`src/hdl/hpcd_pkg.sv`:
```
/*
 package for the host port cycle decoder: widths, register layout,
 reset values, cycle type codes and the structs passed between processes.
 assumes nothing of its surroundings beyond a synthesis tool that takes packed structs.
*/
package hpcd_pkg;

   // ------------------------------------------------------------------
   // widths
   // ------------------------------------------------------------------
   localparam int HALF_W = 16;                   // host data bus width
   localparam int WORD_W = 32;                   // assembled word width

   // ------------------------------------------------------------------
   // control register layout and reset values
   // ------------------------------------------------------------------
   localparam int CTRL_ORDER_BIT = 0;            // writable order field
   localparam int CTRL_ORDER_RB_BIT = 8;         // read-only copy of order
   localparam logic CTRL_ORDER_RESET = 1'b0;     // first halfword most significant
   localparam logic [WORD_W-1:0] ADDR_RESET = 32'h00000000;
   localparam logic [WORD_W-1:0] DATA_RESET = 32'h00000000;
   localparam logic [WORD_W-1:0] ADDR_STEP = 32'h00000001;   // post-increment step
   localparam logic [HALF_W-1:0] HALF_ZERO = 16'h0000;

   // ------------------------------------------------------------------
   // access type codes and the eight cycle types
   // ------------------------------------------------------------------
   localparam logic [1:0] SEL_CTRL = 2'h0;       // control register
   localparam logic [1:0] SEL_DATA_INC = 2'h1;   // data, post-increment
   localparam logic [1:0] SEL_ADDR = 2'h2;       // address register
   localparam logic [1:0] SEL_DATA = 2'h3;       // data, no increment

   typedef enum logic [2:0] {
      CYC_CTRL_WR = 3'b000,
      CYC_CTRL_RD = 3'b001,
      CYC_DINC_WR = 3'b010,
      CYC_DINC_RD = 3'b011,
      CYC_ADDR_WR = 3'b100,
      CYC_ADDR_RD = 3'b101,
      CYC_DATA_WR = 3'b110,
      CYC_DATA_RD = 3'b111
   } hpcd_cycle_t;

   // ------------------------------------------------------------------
   // carriers
   // ------------------------------------------------------------------
   typedef struct packed {
      logic cs_n;                      // chip select, active low
      logic ds_a;                      // data strobe a
      logic ds_b;                      // data strobe b
      logic [1:0] sel;                 // access type select
      logic rnw;                       // read high, write low
      logic second;                    // halfword identifier
      logic [HALF_W-1:0] data;         // host data bus input
   } hpcd_pins_t;

   typedef struct packed {
      logic [1:0] sel;
      logic rnw;
      logic second;
   } hpcd_latch_t;

   typedef struct packed {
      logic write;                     // 1 write to memory, 0 read
      logic [WORD_W-1:0] addr;         // memory word address
      logic [WORD_W-1:0] data;         // write data
   } hpcd_mem_req_t;

   localparam hpcd_pins_t PINS_RESET = '{cs_n: 1'b1, ds_a: 1'b0, ds_b: 1'b0,
      sel: 2'h0, rnw: 1'b0, second: 1'b0, data: 16'h0000};
   localparam hpcd_latch_t LATCH_RESET = '{sel: 2'h0, rnw: 1'b0, second: 1'b0};
   localparam hpcd_mem_req_t MEM_REQ_RESET = '{write: 1'b0, addr: 32'h00000000,
      data: 32'h00000000};

endpackage

```
`src/hdl/hpcd_top.sv`:
```
/*
 host port cycle decoder: synchronises the host pins, forms the internal
 strobe, latches the cycle type and starts reads at its fall, executes writes at its
 rise, pairs halfwords into words and issues memory requests.
 assumes a memory side on ref_clk that answers each read request with
 mem_rd_valid and accepts write requests as one-cycle pulses.
*/
`timescale 1ns/100ps
`default_nettype none

module hpcd_top (
   input wire logic ref_clk,
   input wire logic nrst,
   input wire logic port_chip_select_n,
   input wire logic data_strobe_a,
   input wire logic data_strobe_b,
   input wire logic [1:0] access_type_sel,
   input wire logic host_read_not_write,
   input wire logic halfword_second_flag,
   input wire logic [hpcd_pkg::HALF_W-1:0] host_data_bus_in,
   output logic [hpcd_pkg::HALF_W-1:0] host_data_bus_out,
   output logic host_data_bus_oe,
   output logic port_ready,
   output logic halfword_order_bit,
   output hpcd_pkg::hpcd_mem_req_t mem_req,
   output logic mem_req_valid,
   input wire logic mem_rd_valid,
   input wire logic [hpcd_pkg::WORD_W-1:0] mem_rd_data
);
   import hpcd_pkg::*;

   // ------------------------------------------------------------------
   // helpers
   // ------------------------------------------------------------------
   // place a halfword into the upper or lower half of a word
   function automatic logic [WORD_W-1:0] put_half(input logic [WORD_W-1:0] w,
         input logic [HALF_W-1:0] h, input logic upper);
      logic [WORD_W-1:0] r;
      r = w;
      if (upper) begin
         r[WORD_W-1:HALF_W] = h;
      end else begin
         r[HALF_W-1:0] = h;
      end
      return r;
   endfunction

   // pick the upper or lower halfword of a word
   function automatic logic [HALF_W-1:0] get_half(input logic [WORD_W-1:0] w,
         input logic upper);
      return upper ? w[WORD_W-1:HALF_W] : w[HALF_W-1:0];
   endfunction

   // ------------------------------------------------------------------
   // state
   // ------------------------------------------------------------------
   typedef enum logic {
      ST_IDLE = 1'b0,                 // waiting for a strobe fall
      ST_XFER = 1'b1                  // strobe low, transfer open
   } hpcd_state_t;

   hpcd_pins_t pins_raw;                   // pins gathered
   hpcd_pins_t sync1_reg;                  // first synchroniser stage
   hpcd_pins_t sync2_reg;                  // second synchroniser stage
   logic strb_n;                           // combined strobe, active low
   logic strb_n_prev_reg;                  // strobe one cycle ago
   logic strb_n_prev_next;
   logic strb_fall;                        // strobe went low
   logic strb_rise;                        // strobe went high
   hpcd_state_t state_reg, state_next;
   hpcd_latch_t lat_reg, lat_next;         // captured cycle type
   hpcd_cycle_t cyc_now;                   // type seen at the fall
   hpcd_cycle_t cyc_lat;                   // type of the open transfer
   logic order_reg, order_next;            // halfword order setting
   logic [WORD_W-1:0] raddr_reg, raddr_next;   // read address register
   logic [WORD_W-1:0] waddr_reg, waddr_next;   // write address register
   logic [WORD_W-1:0] data_reg, data_next;     // data register
   logic [HALF_W-1:0] out_reg, out_next;       // read data to the bus
   logic ready_reg, ready_next;            // internal ready, before gating
   hpcd_mem_req_t req_reg, req_next;
   logic req_vld_reg, req_vld_next;
   logic upper_now;                        // halfword position at fall
   logic upper_lat;                        // halfword position of open transfer
   logic [WORD_W-1:0] word_wr;             // data word with this halfword

   // ------------------------------------------------------------------
   // pin synchroniser and strobe forming
   // ------------------------------------------------------------------
   assign pins_raw = '{cs_n: port_chip_select_n, ds_a: data_strobe_a,
      ds_b: data_strobe_b, sel: access_type_sel, rnw: host_read_not_write,
      second: halfword_second_flag, data: host_data_bus_in};

   // strobes count only with chip select low; one strobe active of two
   assign strb_n = sync2_reg.cs_n | ~(sync2_reg.ds_a ^ sync2_reg.ds_b);
   assign strb_fall = strb_n_prev_reg & ~strb_n;
   assign strb_rise = ~strb_n_prev_reg & strb_n;

   // cycle type from select and direction
   assign cyc_now = hpcd_cycle_t'({sync2_reg.sel, sync2_reg.rnw});
   assign cyc_lat = hpcd_cycle_t'({lat_reg.sel, lat_reg.rnw});

   // order one: first halfword goes low; zero: first goes high
   assign upper_now = ~(sync2_reg.second ^ order_reg);
   assign upper_lat = ~(lat_reg.second ^ order_reg);
   assign word_wr = put_half(data_reg, sync2_reg.data, upper_lat);

   // ------------------------------------------------------------------
   // next-state logic
   // ------------------------------------------------------------------
   always_comb begin
      strb_n_prev_next = strb_n;
      state_next = state_reg;
      lat_next = lat_reg;
      order_next = order_reg;
      raddr_next = raddr_reg;
      waddr_next = waddr_reg;
      data_next = data_reg;
      out_next = out_reg;
      ready_next = ready_reg;
      req_next = req_reg;
      req_vld_next = 1'b0;
      case (state_reg)
         ST_IDLE: begin
            // latch the cycle type and start the access from it
            if (strb_fall) begin
               lat_next = '{sel: sync2_reg.sel, rnw: sync2_reg.rnw,
                  second: sync2_reg.second};
               state_next = ST_XFER;
               ready_next = 1'b1;
               case (cyc_now)
                  CYC_CTRL_RD: begin
                     // order visible at both bit positions, rest zero
                     out_next = HALF_ZERO;
                     out_next[CTRL_ORDER_BIT] = order_reg;
                     out_next[CTRL_ORDER_RB_BIT] = order_reg;
                  end
                  CYC_ADDR_RD: begin
                     out_next = get_half(raddr_reg, upper_now);
                  end
                  CYC_DINC_RD, CYC_DATA_RD: begin
                     if (!sync2_reg.second) begin
                        // first halfword fetches the word; wait for it
                        req_next = '{write: 1'b0, addr: raddr_reg, data: DATA_RESET};
                        req_vld_next = 1'b1;
                        ready_next = 1'b0;
                     end else begin
                        out_next = get_half(data_reg, upper_now);
                     end
                  end
                  default: begin
                     // writes act at the strobe rise
                     out_next = out_reg;
                  end
               endcase
            end
         end
         ST_XFER: begin
            // memory answer to a pending data read
            if (!ready_reg && mem_rd_valid) begin
               data_next = mem_rd_data;
               out_next = get_half(mem_rd_data, upper_lat);
               ready_next = 1'b1;
            end
            // rise ends the transfer; an early rise just closes it
            if (strb_rise) begin
               state_next = ST_IDLE;
               ready_next = 1'b1;
               case (cyc_lat)
                  CYC_CTRL_WR: begin
                     // flag ignored: every transfer writes the same register
                     order_next = sync2_reg.data[CTRL_ORDER_BIT];
                  end
                  CYC_ADDR_WR: begin
                     // single address mode: both registers follow
                     raddr_next = put_half(raddr_reg, sync2_reg.data, upper_lat);
                     waddr_next = put_half(waddr_reg, sync2_reg.data, upper_lat);
                  end
                  CYC_DINC_WR, CYC_DATA_WR: begin
                     data_next = word_wr;
                     // the second halfword completes the word
                     if (lat_reg.second) begin
                        req_next = '{write: 1'b1, addr: waddr_reg, data: word_wr};
                        req_vld_next = 1'b1;
                        if (lat_reg.sel == SEL_DATA_INC) begin
                           waddr_next = waddr_reg + ADDR_STEP;
                        end else begin
                           waddr_next = waddr_reg;
                        end
                     end
                  end
                  CYC_DINC_RD, CYC_DATA_RD: begin
                     // step the read address after the second halfword of an increment read
                     if (lat_reg.second && lat_reg.sel == SEL_DATA_INC) begin
                        raddr_next = raddr_reg + ADDR_STEP;
                     end else begin
                        raddr_next = raddr_reg;
                     end
                  end
                  default: begin
                     // control and address reads change nothing
                     raddr_next = raddr_reg;
                  end
               endcase
            end
         end
         default: begin
            state_next = ST_IDLE;
         end
      endcase
   end

   // ------------------------------------------------------------------
   // registers
   // ------------------------------------------------------------------
   always_ff @(posedge ref_clk) begin
      if (!nrst) begin
         sync1_reg <= PINS_RESET;
         sync2_reg <= PINS_RESET;
         strb_n_prev_reg <= 1'b1;
         state_reg <= ST_IDLE;
         lat_reg <= LATCH_RESET;
         order_reg <= CTRL_ORDER_RESET;
         raddr_reg <= ADDR_RESET;
         waddr_reg <= ADDR_RESET;
         data_reg <= DATA_RESET;
         out_reg <= HALF_ZERO;
         ready_reg <= 1'b1;
         req_reg <= MEM_REQ_RESET;
         req_vld_reg <= 1'b0;
      end else begin
         sync1_reg <= pins_raw;
         sync2_reg <= sync1_reg;
         strb_n_prev_reg <= strb_n_prev_next;
         state_reg <= state_next;
         lat_reg <= lat_next;
         order_reg <= order_next;
         raddr_reg <= raddr_next;
         waddr_reg <= waddr_next;
         data_reg <= data_next;
         out_reg <= out_next;
         ready_reg <= ready_next;
         req_reg <= req_next;
         req_vld_reg <= req_vld_next;
      end
   end

   // ------------------------------------------------------------------
   // outputs
   // ------------------------------------------------------------------
   // ready dropped whenever the synchronised chip select (second stage) is high
   assign port_ready = ready_reg & ~sync2_reg.cs_n;
   // drive the bus only during an open read transfer
   assign host_data_bus_oe = (state_reg == ST_XFER) & lat_reg.rnw & ~strb_n;
   assign host_data_bus_out = out_reg;
   assign halfword_order_bit = order_reg;
   assign mem_req = req_reg;
   assign mem_req_valid = req_vld_reg;

endmodule // hpcd_top

`default_nettype wire

```
`config.mk`:
```
export PLATFORM = sky130hd
export DESIGN_NAME = hpcd_top
export DESIGN_NICKNAME = d
export VERILOG_FILES = /design/src/hdl/hpcd_pkg.sv /design/src/hdl/hpcd_top.sv
export SDC_FILE = /design/constraint.sdc
export NUM_CORES = 1
export LEC_CHECK = 0
export BUFFER_PORTS_ARGS = -buffer_cell sky130_fd_sc_hd__buf_2
export CAP_MARGIN = 30
export CORE_MARGIN = 3
export CORE_UTILIZATION = 45
export DETAILED_ROUTE_END_ITERATION = 10
export PLACE_DENSITY_LB_ADDON = 0.15
export SLEW_MARGIN = 0
export SYNTH_ARGS = -nofsm -noshare
export SYNTH_HDL_FRONTEND = slang
export SYNTH_SLANG_ARGS = --single-unit
```
`constraint.sdc`:
```
create_clock -name ref_clk -period 2.5 [get_ports ref_clk]
set_clock_uncertainty 0.2 [all_clocks]
set_input_delay 0.125 -clock ref_clk [delete_from_list [all_inputs] [get_ports ref_clk]]
set_output_delay 0.125 -clock ref_clk [all_outputs]
set_load 0.05 [all_outputs]
```
# [Word-level counts from Yosys, hierarchy flattened]
# Index checks and enable logic that the tools add are counted.
# W data, S select, Z words.
[totals] register_bits=232 input_bits=58 output_inout_bits=85 elab_cells=133
[classes] add_sub_neg=2 n_eq_ne=25 muxes=43 n_bitwise=14 reduce_logical=18
[ops] cell="$mux W65" count=6
[ops] cell="$mux W32" count=6
[ops] cell="$mux W16" count=10
[ops] cell="$pmux W65 S2" count=1
[ops] cell="$pmux W32 S2" count=2
[ops] cell="$add A32 B1 Y32 const B" count=2
[ops] cell="$pmux W16 S3" count=1
[ops] cell="$pmux W16 S2" count=1
[ops] cell="$reduce_and A6 Y1" count=3
[ops] cell="$ne A2 B2 Y1 const B" count=8
[ops] cell="$eq A3 B3 Y1 const B" count=5
[ops] cell="$mux W1" count=13
[ops] cell="$reduce_and A5 Y1" count=2
[ops] cell="$eq A3 B2 Y1 const B" count=3
[ops] cell="$ne A2 B1 Y1 const B" count=4
[ops] cell="$pmux W1 S2" count=3
[ops] cell="$reduce_or A2 Y1" count=3
[ops] cell="$and A1 B1 Y1" count=5
[ops] cell="$not A1 Y1" count=5
[ops] cell="$ne A4 B1 Y1 const B" count=1
[ops] cell="$reduce_and A2 Y1" count=2
[ops] cell="$reduce_and A4 Y1" count=1
[ops] cell="$reduce_bool A2 Y1" count=2
[ops] cell="$eq A3 B1 Y1 const B" count=1
[ops] cell="other kinds (9)" count=12

# [Longest topological paths before layout]
# Gate-level depths: netlist (run 1).
[depth] depth_word=7 mapped_depth=9

# [Worst setup path before layout (run 1)]
# OpenSTA, ideal clock, no wires.
[synth_timing] kind="register to register" startpoint="reg order_reg, in the netlist halfword_order_bit" endpoint="reg waddr_reg[27]" t_arrival_ps=2126 path_slack_ps=54 path_stages_with_launch=8 n_path_buf=3 synth_period_minus_slack_ps=2446 path_cell_list="dfxtp_1 buf_2 and3b_1 clkbuf_1 o221ai_1 clkbuf_1 a22o_1 o31a_1"
[synth_between] elab_chain_len=3
[synth_rtl] item="start, declared" line_no="hpcd_top.sv:74" rtl="logic order_reg, order_next;"
[synth_rtl] item="start signal, assigned" line_no="hpcd_top.sv:236" rtl="order_reg <= order_next;"
[synth_rtl] item="$xor A1 B1 Y1" line_no="hpcd_top.sv:104" rtl="assign upper_lat = ~(lat_reg.second ^ order_reg);"
[synth_rtl] item="$ne A2 B2 Y1 (no source line)"
[synth_rtl] item="$reduce_and A6 Y1 (no source line)"
[synth_rtl] item="end signal, assigned" line_no="hpcd_top.sv:238" rtl="waddr_reg <= waddr_next;"
[synth_rtl] item="end, declared" line_no="hpcd_top.sv:76" rtl="logic [WORD_W-1:0] waddr_reg, waddr_next;"
# Every way passes these cells.
# A chain may end at the register's enable or synchronous reset.

# [Worst setup path after layout (run 1)]
[layout_timing] startpoint="reg raddr_reg[0]" endpoint="reg raddr_reg[28]"
[layout_between] elab_chain_len=3
[layout_rtl] item="start, declared" line_no="hpcd_top.sv:75" rtl="logic [WORD_W-1:0] raddr_reg, raddr_next;"
[layout_rtl] item="start signal, assigned" line_no="hpcd_top.sv:237" rtl="raddr_reg <= raddr_next;"
[layout_rtl] item="$add A32 B1 Y32" line_no="hpcd_top.sv:194" rtl="raddr_next = raddr_reg + ADDR_STEP;"
[layout_rtl] item="$mux W32" line_no="hpcd_top.sv:193" rtl="if (lat_reg.second && lat_reg.sel == SEL_DATA_INC) begin"
[layout_rtl] item="$pmux W32 S2" line_no="hpcd_top.sv:168" rtl="case (cyc_lat)"
# Every way passes these cells. The select of a mux whose other input is x is not followed.

==> results of run 1 <==
stage by stage:
stage                     power [W]   util  hold WS (ps)  area [µm²]  std cells
final                       0.00839  0.594           213       14500       1932
after global routing        0.00863  0.594           245       14500       1932
after global placement      0.00417  0.522           118       12800       1804
after floorplan             0.00401      -          26.5       11300       1362
after CTS                   0.00843  0.593           197       14500       1932
after detailed placement    0.00417  0.522           117       12800       1804
per-layer routing:
layer / GRT usage / wire length [µm] / vias to the layer above
met4: 0.0911 / 1360 / 0
met1: 0.392 / 17200 / 5441
met5: 0 / 0 / -
met3: 0.0409 / 2940 / 76
met2: 0.461 / 18100 / 513
li1: - / - / 5454
worst register-to-register path: stages, from the launching register on:
cell,delay [ps]
dfxtp_1,340
ha_2,210
nand3_2,110
or4_4,580
or4_4,570
o31ai_2,190
o2bb2ai_1,140
final timing paths:
kind / to / depth (start not counted)
max: raddr_reg[28] / 6
min: data_reg[1] / 4
max reg2reg: raddr_reg[28] / 6
min reg2reg: sync2_reg[14] / 1
power groups by stage:
stage / sequential, W / combinational, W / clock [W]
2_1_floorplan: 0.00383 / 0.000179 / 0
3_3_place_gp: 0.00387 / 0.000302 / 0
3_5_place_dp: 0.00387 / 0.000305 / 0
4_1_cts: 0.00378 / 0.000401 / 0.00425
5_1_grt: 0.00379 / 0.000446 / 0.00440
6_report: 0.00379 / 0.000412 / 0.00419
Yosys cell counts (all sizes together), types with 29 or more instances:
cell,n,share of area
dfxtp,232,0.41
nand2,165,0.055
a21oi,150,0.067
nor2,128,0.043
clkbuf,89,0.030
mux2i,76,0.068
o2bb2ai,65,0.051
nand3,55,0.026
and2,54,0.030
o21ai,46,0.020
a211oi,39,0.026
buf,29,0.014
layout make-up:
type | count | area share
clock inverter | 13 | 0.0140
sequential | 232 | 0.320
inverter | 11 | 0.00284
clock buffer | 35 | 0.0506
timing repair buffer | 316 | 0.161
multi-input combinational | 1001 | 0.424
tap | 324 | 0.0279
what timing repair did:
action	in CTS	in global routing
setup buffers	0	0
setup endpoints to repair	0	6
hold buffers	80	0
hold endpoints to repair	134	0
gates resized for setup	0	4
logic make-up (layout without fill, tap and decap cells):
group	Yosys count	after routing	synth area share
buf+inv	129	375	0.0484
fa+ha+maj	2	2	0.00222
mux	76	76	0.0675
xor+xnor	6	6	0.00466
flops	232	232	0.412
simple gates	505	505	0.216
compound gates	412	412	0.249
==> results.md, run 1 <==
* CTS Sinks at 232
* Num CTS Buffers at 26
* Antenna Nets Post-Route at 0
* Share of layout cells above drive strength 1 at 0.201
* Vias per inst at between 5 and 6
* Row count at 57
* Initial antenna violation count at 0
* Initial DRT Pass Iterations at 5
* Clk buf depth at 3
* Setup TNS at 0 ps
* Pleak at 5.39 nW
* R2r startpoint: raddr_reg[0]
* Worst hold path class: in -> reg
* Initial core utilization at 0.461
* Sequential share of the synthesized area at 0.412
* Final WS setup at 107 ps
* CP top delay family: simple AND/OR/NAND/NOR gates
* Hold path startpoint: mem_rd_data[1]
* Max cap viols at 0
* Skew-Pair Late Insertion Delay at 530 ps
* Yosys warnings at 0
* I/O pin cnt at 143
* CP max stage delay at 580 ps
* Final worst path period need at 2390 ps
* NetSw at 0.00187 W
* Sw frac at 0.223
* CTS clk-pin slew, worst paths at approximately 70 ps
* R2R Setup Slk at 110 ps
* First-pass GRT wire length at 60,900 µm
* Syn-to-layout area delta at 28.9%
* Post-DP HPWL at 26,500 µm
* Core Area at 24,500 µm²
* Post-synthesis async set-or-reset flop share at 0
* Most frequent CP cell: or4_4
* Critical Setup Path Class: reg -> reg
* Vias at ~11,000
* Final nets at 1,648
* RSZ-0062 raised after global routing: false
* Final WL at just under 40,000 µm
* Slew Viols, Final at 0
* Port Buffer Count at 142
* Final critical-path share of the clock period at 0.957
* Share of power burned in registers at 0.451
* Post-Syn Instances at between 1,000 and 1,500
* Worst Path Arrival at 2660 ps
* Multi-input gate area at slightly above 6000 µm²
* Dpl ws at 107 ps
* Die span in x at 164 µm
* Predominant post-synthesis flop cell: dfxtp_1
* Hold Fails Final Rpt at 0
* Flip-flop and latch area at 4650 µm²
* Syn Nets at 1,422
* FF+latch count, synth at 232
* Routability Congestion at 0.942
* F_max at 418 MHz
* Startpoint types: flip-flop
* Critical path capture point type: flip-flop
* Max reg flops at 65
* Critical path origin: raddr_reg[0]
* CP Cell Sequence: ha_2, nand3_2, or4_4, or4_4, o31ai_2, o2bb2ai_1
* Slowest-stage cell, CP: or4_4
* Gr ovfl total at 0
* Final number of setup-violating endpoints at 0
* Max VDD drop at between 0.5 and 0.6 mV
* Unique cell type count in the Yosys netlist at 72
* Vias in the first global route at 10,685
* Htree depth at 1
* Pwr dens at 577 nW/µm²
* # diodes at 0
* Die area at 27,000 µm²
* Global Route Usage Sum at 0.285
* DRC at 0
* Wire length per cell at around 20 µm
* Most common cell after layout, fill and taps aside: dfxtp_1
* Internal power at between 0.006 and 0.007 W
* Req. time, crit path at 2770 ps
* Post-synth EDFFs at 0
* WP buf/inv at 0
* Worst-margin pin slew at 738 ps
* Combinational share of power at 0.049
* CTS root buf: clkbuf_16
* Largest net degree at the start of global routing at just over 90
* CP max FO at 6
* Status: completed
* CTS tree: yes
* Layout filler cell count at 2,182
* DRT iter0 DRCs at 1,127
* Max_slew headroom at 0.508
* Syn_area_per_cell at 8.27 µm²
* Clock share of power at 0.499
* Die Y at 164 µm
* Post-Synthesis Cell Area at about 11,000 µm²
* Most frequent cells in the layout: dfxtp_1 (231), nand2_1 (165), a21oi_1 (149)
Note: power is estimated with default switching activity, not from simulation.
==> run 2: changes to the inputs <==
- CORE_ASPECT_RATIO: not set -> 0.8
- SLEW_MARGIN: 0 -> 25
- clock period: 2.5 -> 2.7 ns (I/O delays scaled with it)
==> results.md, run 2 (same netlist as run 1, synthesis figures left out) <==
* Pleak at just over 5 nW
* Worst Path Arrival at roughly 2800 ps
* Post-cts sizing count at 0
* Row count at 51
* Final worst path period need at 2560 ps
* Hold Fails Final Rpt at 0
* DP Area at approximately 12,000 µm²
* Initial antenna violation count at 0
* CTS clk-pin slew, worst paths at 60 ps
* Clk buf depth at 3
* Most common cell after layout, fill and taps aside: dfxtp_1
* Critical Setup Path Class: reg -> reg
* Pwr dens at 530 nW/µm²
* CTS tree: yes
* DRC at 0
* Layout filler cell count at 2,261
* Initial DRT Pass Iterations at 6
* Num CTS Buffers at 25
* DRT iter0 DRCs at roughly 1,100
* Final WL at 38,100 µm
* Startpoint types: flip-flop
* Vias per inst at ~6.0
* Final nets at around 1,600
* F_max at slightly below 400 MHz
* Wire length per cell at 20.4 µm
* # diodes at 0
* Antenna Nets Post-Route at 0
* Setup TNS at 0 ps
* Final critical-path share of the clock period at 0.949
* Critical path capture point type: flip-flop
* Worst hold path class: in -> reg
* Multi-input gate area at 6140 µm²
* Fin area at 13,900 µm²
* First-pass GRT wire length at 59,200 µm
* Status: completed
* Die area at 27,000 µm²
* Core Area at 24,500 µm²
* Flip-flop and latch area at 4650 µm²
* Syn-to-layout area delta at 23.3%
* Die span in x at between 150 and 200 µm
* Initial core utilization at 0.460
* Req. time, crit path at between 2000 and 3000 ps
* Max_slew headroom at 0.499
* Max cap viols at 0
* Global Route Usage Sum at 0.275
* Post-CTS Setup Inserts at 0
* Vias at 11,133
* Post-DP HPWL at 26,200 µm
* Share of layout cells above drive strength 1 at 0.185
* Skew-Pair Late Insertion Delay at 530 ps
* Final number of setup-violating endpoints at 0
* I/O pin cnt at 143
* Die Y at 148 µm
* Max VDD drop at 0.420 mV
* Port Buffer Count at 142
* Slew Viols, Final at 0
* CTS root buf: clkbuf_16
* RSZ-0062 raised after global routing: false
* Max reg flops at 65
* Worst-margin pin slew at approximately 750 ps
* Htree depth at 1
* Largest net degree at the start of global routing at 66
* Most frequent cells in the layout: dfxtp_1 (231), nand2_1 (165), a21oi_1 (149)
* Vias in the first global route at 10,378
* CP max FO at 13
* CTS Sinks at 232
* Gr ovfl total at 0
* Routability Congestion at 0.936
[run 2: critical path: stages (launching register included)]
cell     delay, ps
dfxtp_1        450
nand4_1        280
or4_2          910
o311a_1        350
a31oi_1        150
a31oi_1         90
[run 2: final cells by class]
class | count | area share
multi-input combinational | 1001 | 0.442
clock inverter | 11 | 0.00838
tap | 318 | 0.0286
inverter | 11 | 0.00297
timing repair buffer | 259 | 0.131
sequential | 232 | 0.334
clock buffer | 34 | 0.0525
[run 2: power by group]
| part | internal [W] | switching [W] | total [W] | leakage (nW) |
|---|---|---|---|---|
| Sequential | 0.00346 | 0.0000494 | 0.00351 | 1.88 |
| Combinational | 0.000162 | 0.000185 | 0.000347 | 2.75 |
| Clock | 0.00208 | 0.00143 | 0.00351 | 0.414 |
[run 2: path summary, 6_finish.rpt]
check | start | to | slack (ps) | depth (start not counted)
min reg2reg | sync1_reg[22] | sync2_reg[22] | 210 | 1
min | host_data_bus_in[1] | sync1_reg[1] | 140 | 3
max | raddr_reg[8] | raddr_reg[29] | 140 | 5
max reg2reg | raddr_reg[8] | raddr_reg[29] | 140 | 5
[run 2: repair_timing]
item                                    in CTS  in global routing
hold endpoints to repair                    79                  0
endpoints found under the setup margin       0                  0
hold buffers                                58                  0
[run 2: per-stage QoR]
step,total power (W),std cells,util,hold WS [ps],setup slack [ps]
global placement,0.00386,1763,0.509,117,258
global route,0.00756,1866,0.567,148,48.1
finish,0.00736,1866,0.567,143,138
detailed placement,0.00386,1763,0.509,122,205
CTS,0.00740,1866,0.567,118,209
floorplan,0.00371,1362,-,36.5,254
[run 2: layer usage]
| metal | track usage | vias up | share of wire |
|---|---|---|---|
| met2 | 0.409 | 479 | 0.43 |
| met3 | 0.0718 | 82 | 0.093 |
| met1 | 0.385 | 5242 | 0.44 |
| li1 | - | 5330 | - |
| met4 | 0.0997 | 0 | 0.039 |
| met5 | 0 | - | 0 |
==> run 3: changes to the inputs <==
- clock period: 2.7 -> 2.5 ns (I/O delays scaled with it)
==> results.md, run 3 (same netlist as run 1, synthesis figures left out) <==
* Status: completed
* Multi-input gate area at 6170 µm²
* First-pass GRT wire length at 60,600 µm
* Share of power burned in registers at 0.482
* Post-DP HPWL at 26,600 µm
* DRT iter0 DRCs at between 1,000 and 1,500
* Pwr dens at between 500 and 600 nW/µm²
* Clock share of power at 0.466
* Share of layout cells above drive strength 1 at 0.197
* CTS clk-pin slew, worst paths at 60 ps
* Setup TNS at 0 ps
* Num CTS Buffers at 24
* Routability Congestion at roughly 0.95
* CP max FO at 6
* Hold Fails Final Rpt at 0
* Antenna Nets Post-Route at 0
* Syn-to-layout area delta at 27.5%
* Vias in the first global route at 10,677
* Final number of setup-violating endpoints at 0
* Sw frac at 0.227
* Post-Layout Cell Count at 1,919
* Req. time, crit path at 2760 ps
* Initial DRT Pass Iterations at 7
* Global Route Usage Sum at 0.281
* Die Y at roughly 150 µm
* I/O pin cnt at 143
* Max VDD drop at 0.514 mV
* Startpoint types: flip-flop
* Core Area at 24,500 µm²
* # diodes at 0
* Final nets at 1,645
* Vias per inst at 5.94
* Port Buffer Count at between 100 and 150
* Critical Setup Path Class: reg -> reg
* CTS root buf: clkbuf_16
* Die area at 27,000 µm²
* Final WL at 39,200 µm
* Worst Path Arrival at 2690 ps
* Most common cell after layout, fill and taps aside: dfxtp_1
* DP Area at 12,700 µm²
* Final worst path period need at 2430 ps
* Inst Count DP at 1,796
* Largest net degree at the start of global routing at 93
* Gr ovfl total at 0
* CTS tree: yes
* Initial core utilization at 0.460
* Flip-flop and latch area at 4650 µm²
* Max reg flops at 65
* RSZ-0062 raised after global routing: false
* Most frequent cells in the layout: dfxtp_1 (231), nand2_1 (165), a21oi_1 (149)
* Die span in x at between 150 and 200 µm
* Layout filler cell count at roughly 2,200
* Final Power at 0.00786 W
* Vias at 11,399
* Internal power at 0.00607 W
* Post-CTS Setup Inserts at 0
* Worst-margin pin slew at 847 ps
* Slew Viols, Final at 0
* R2R Setup Slk at 70 ps
* Fin area at 14,400 µm²
* Pleak at 5.36 nW
* Clk buf depth at 3
* CTS Sinks at between 200 and 250
* Hold slack at 207 ps
* Row count at 51
* F_max at about 410 MHz
* NetSw at 0.00179 W
* Max cap viols at 0
* Combinational share of power at 0.052
* DRC at 0
* Worst hold path class: reg -> reg
* Wire length per cell at a little over 20 µm
* Final critical-path share of the clock period at 0.974
* Htree depth at 1
* Max_slew headroom at 0.433
* Initial antenna violation count at 0
* Skew-Pair Late Insertion Delay at 530 ps
* Critical path capture point type: flip-flop
[run 3: worst paths after layout]
path,cells past startpoint,to,start
setup / recovery,6,raddr_reg[28],raddr_reg[0]
setup reg to reg,6,raddr_reg[28],raddr_reg[0]
hold reg to reg,1,sync2_reg[22],sync1_reg[22]
hold / removal,1,sync2_reg[22],sync1_reg[22]
[run 3: routing by layer]
layer	routed length, µm	part of all wire	GRT usage
met5	0	0	0
met4	1460	0.037	0.0955
met3	3590	0.092	0.0536
met2	16600	0.42	0.421
met1	17500	0.45	0.406
[run 3: area by class of cell]
type,instances,share of cell area
inverters,11,0.00287
multi-input cells,1001,0.429
well taps,318,0.0277
flip-flops and latches,232,0.323
repair buffers,315,0.162
clock buffers,37,0.0515
clock inverters,5,0.00400
[run 3: timing repair]
item	in CTS	in global routing
pin swaps	0	0
resized for setup	1	5
hold buffers	80	0
endpoints found under the setup margin	1	6
endpoints found under the hold margin	125	0
[run 3: power by group through the flow]
stage	Clock (W)	Combinational, W	Sequential, W
after floorplan	0	0.000179	0.00383
after global placement	0	0.000300	0.00386
after detailed placement	0	0.000303	0.00386
after CTS	0.00372	0.000398	0.00378
after global routing	0.00383	0.000444	0.00378
final	0.00366	0.000409	0.00378
[run 3: stage by stage]
step	utilization	setup slack [ps]
CTS	0.585	40.9
floorplan	-	54.4
global placement	0.520	133
global route	0.587	7.26
finish	0.587	65.6
detailed placement	0.520	43.5
[run 3: critical path: stages (launching register included)]
cell and delay, ps:
dfxtp_1 340, ha_2 220, nand3_2 130, or4_4 590, or4_4 560, o31ai_2 190, o2bb2ai_1 140
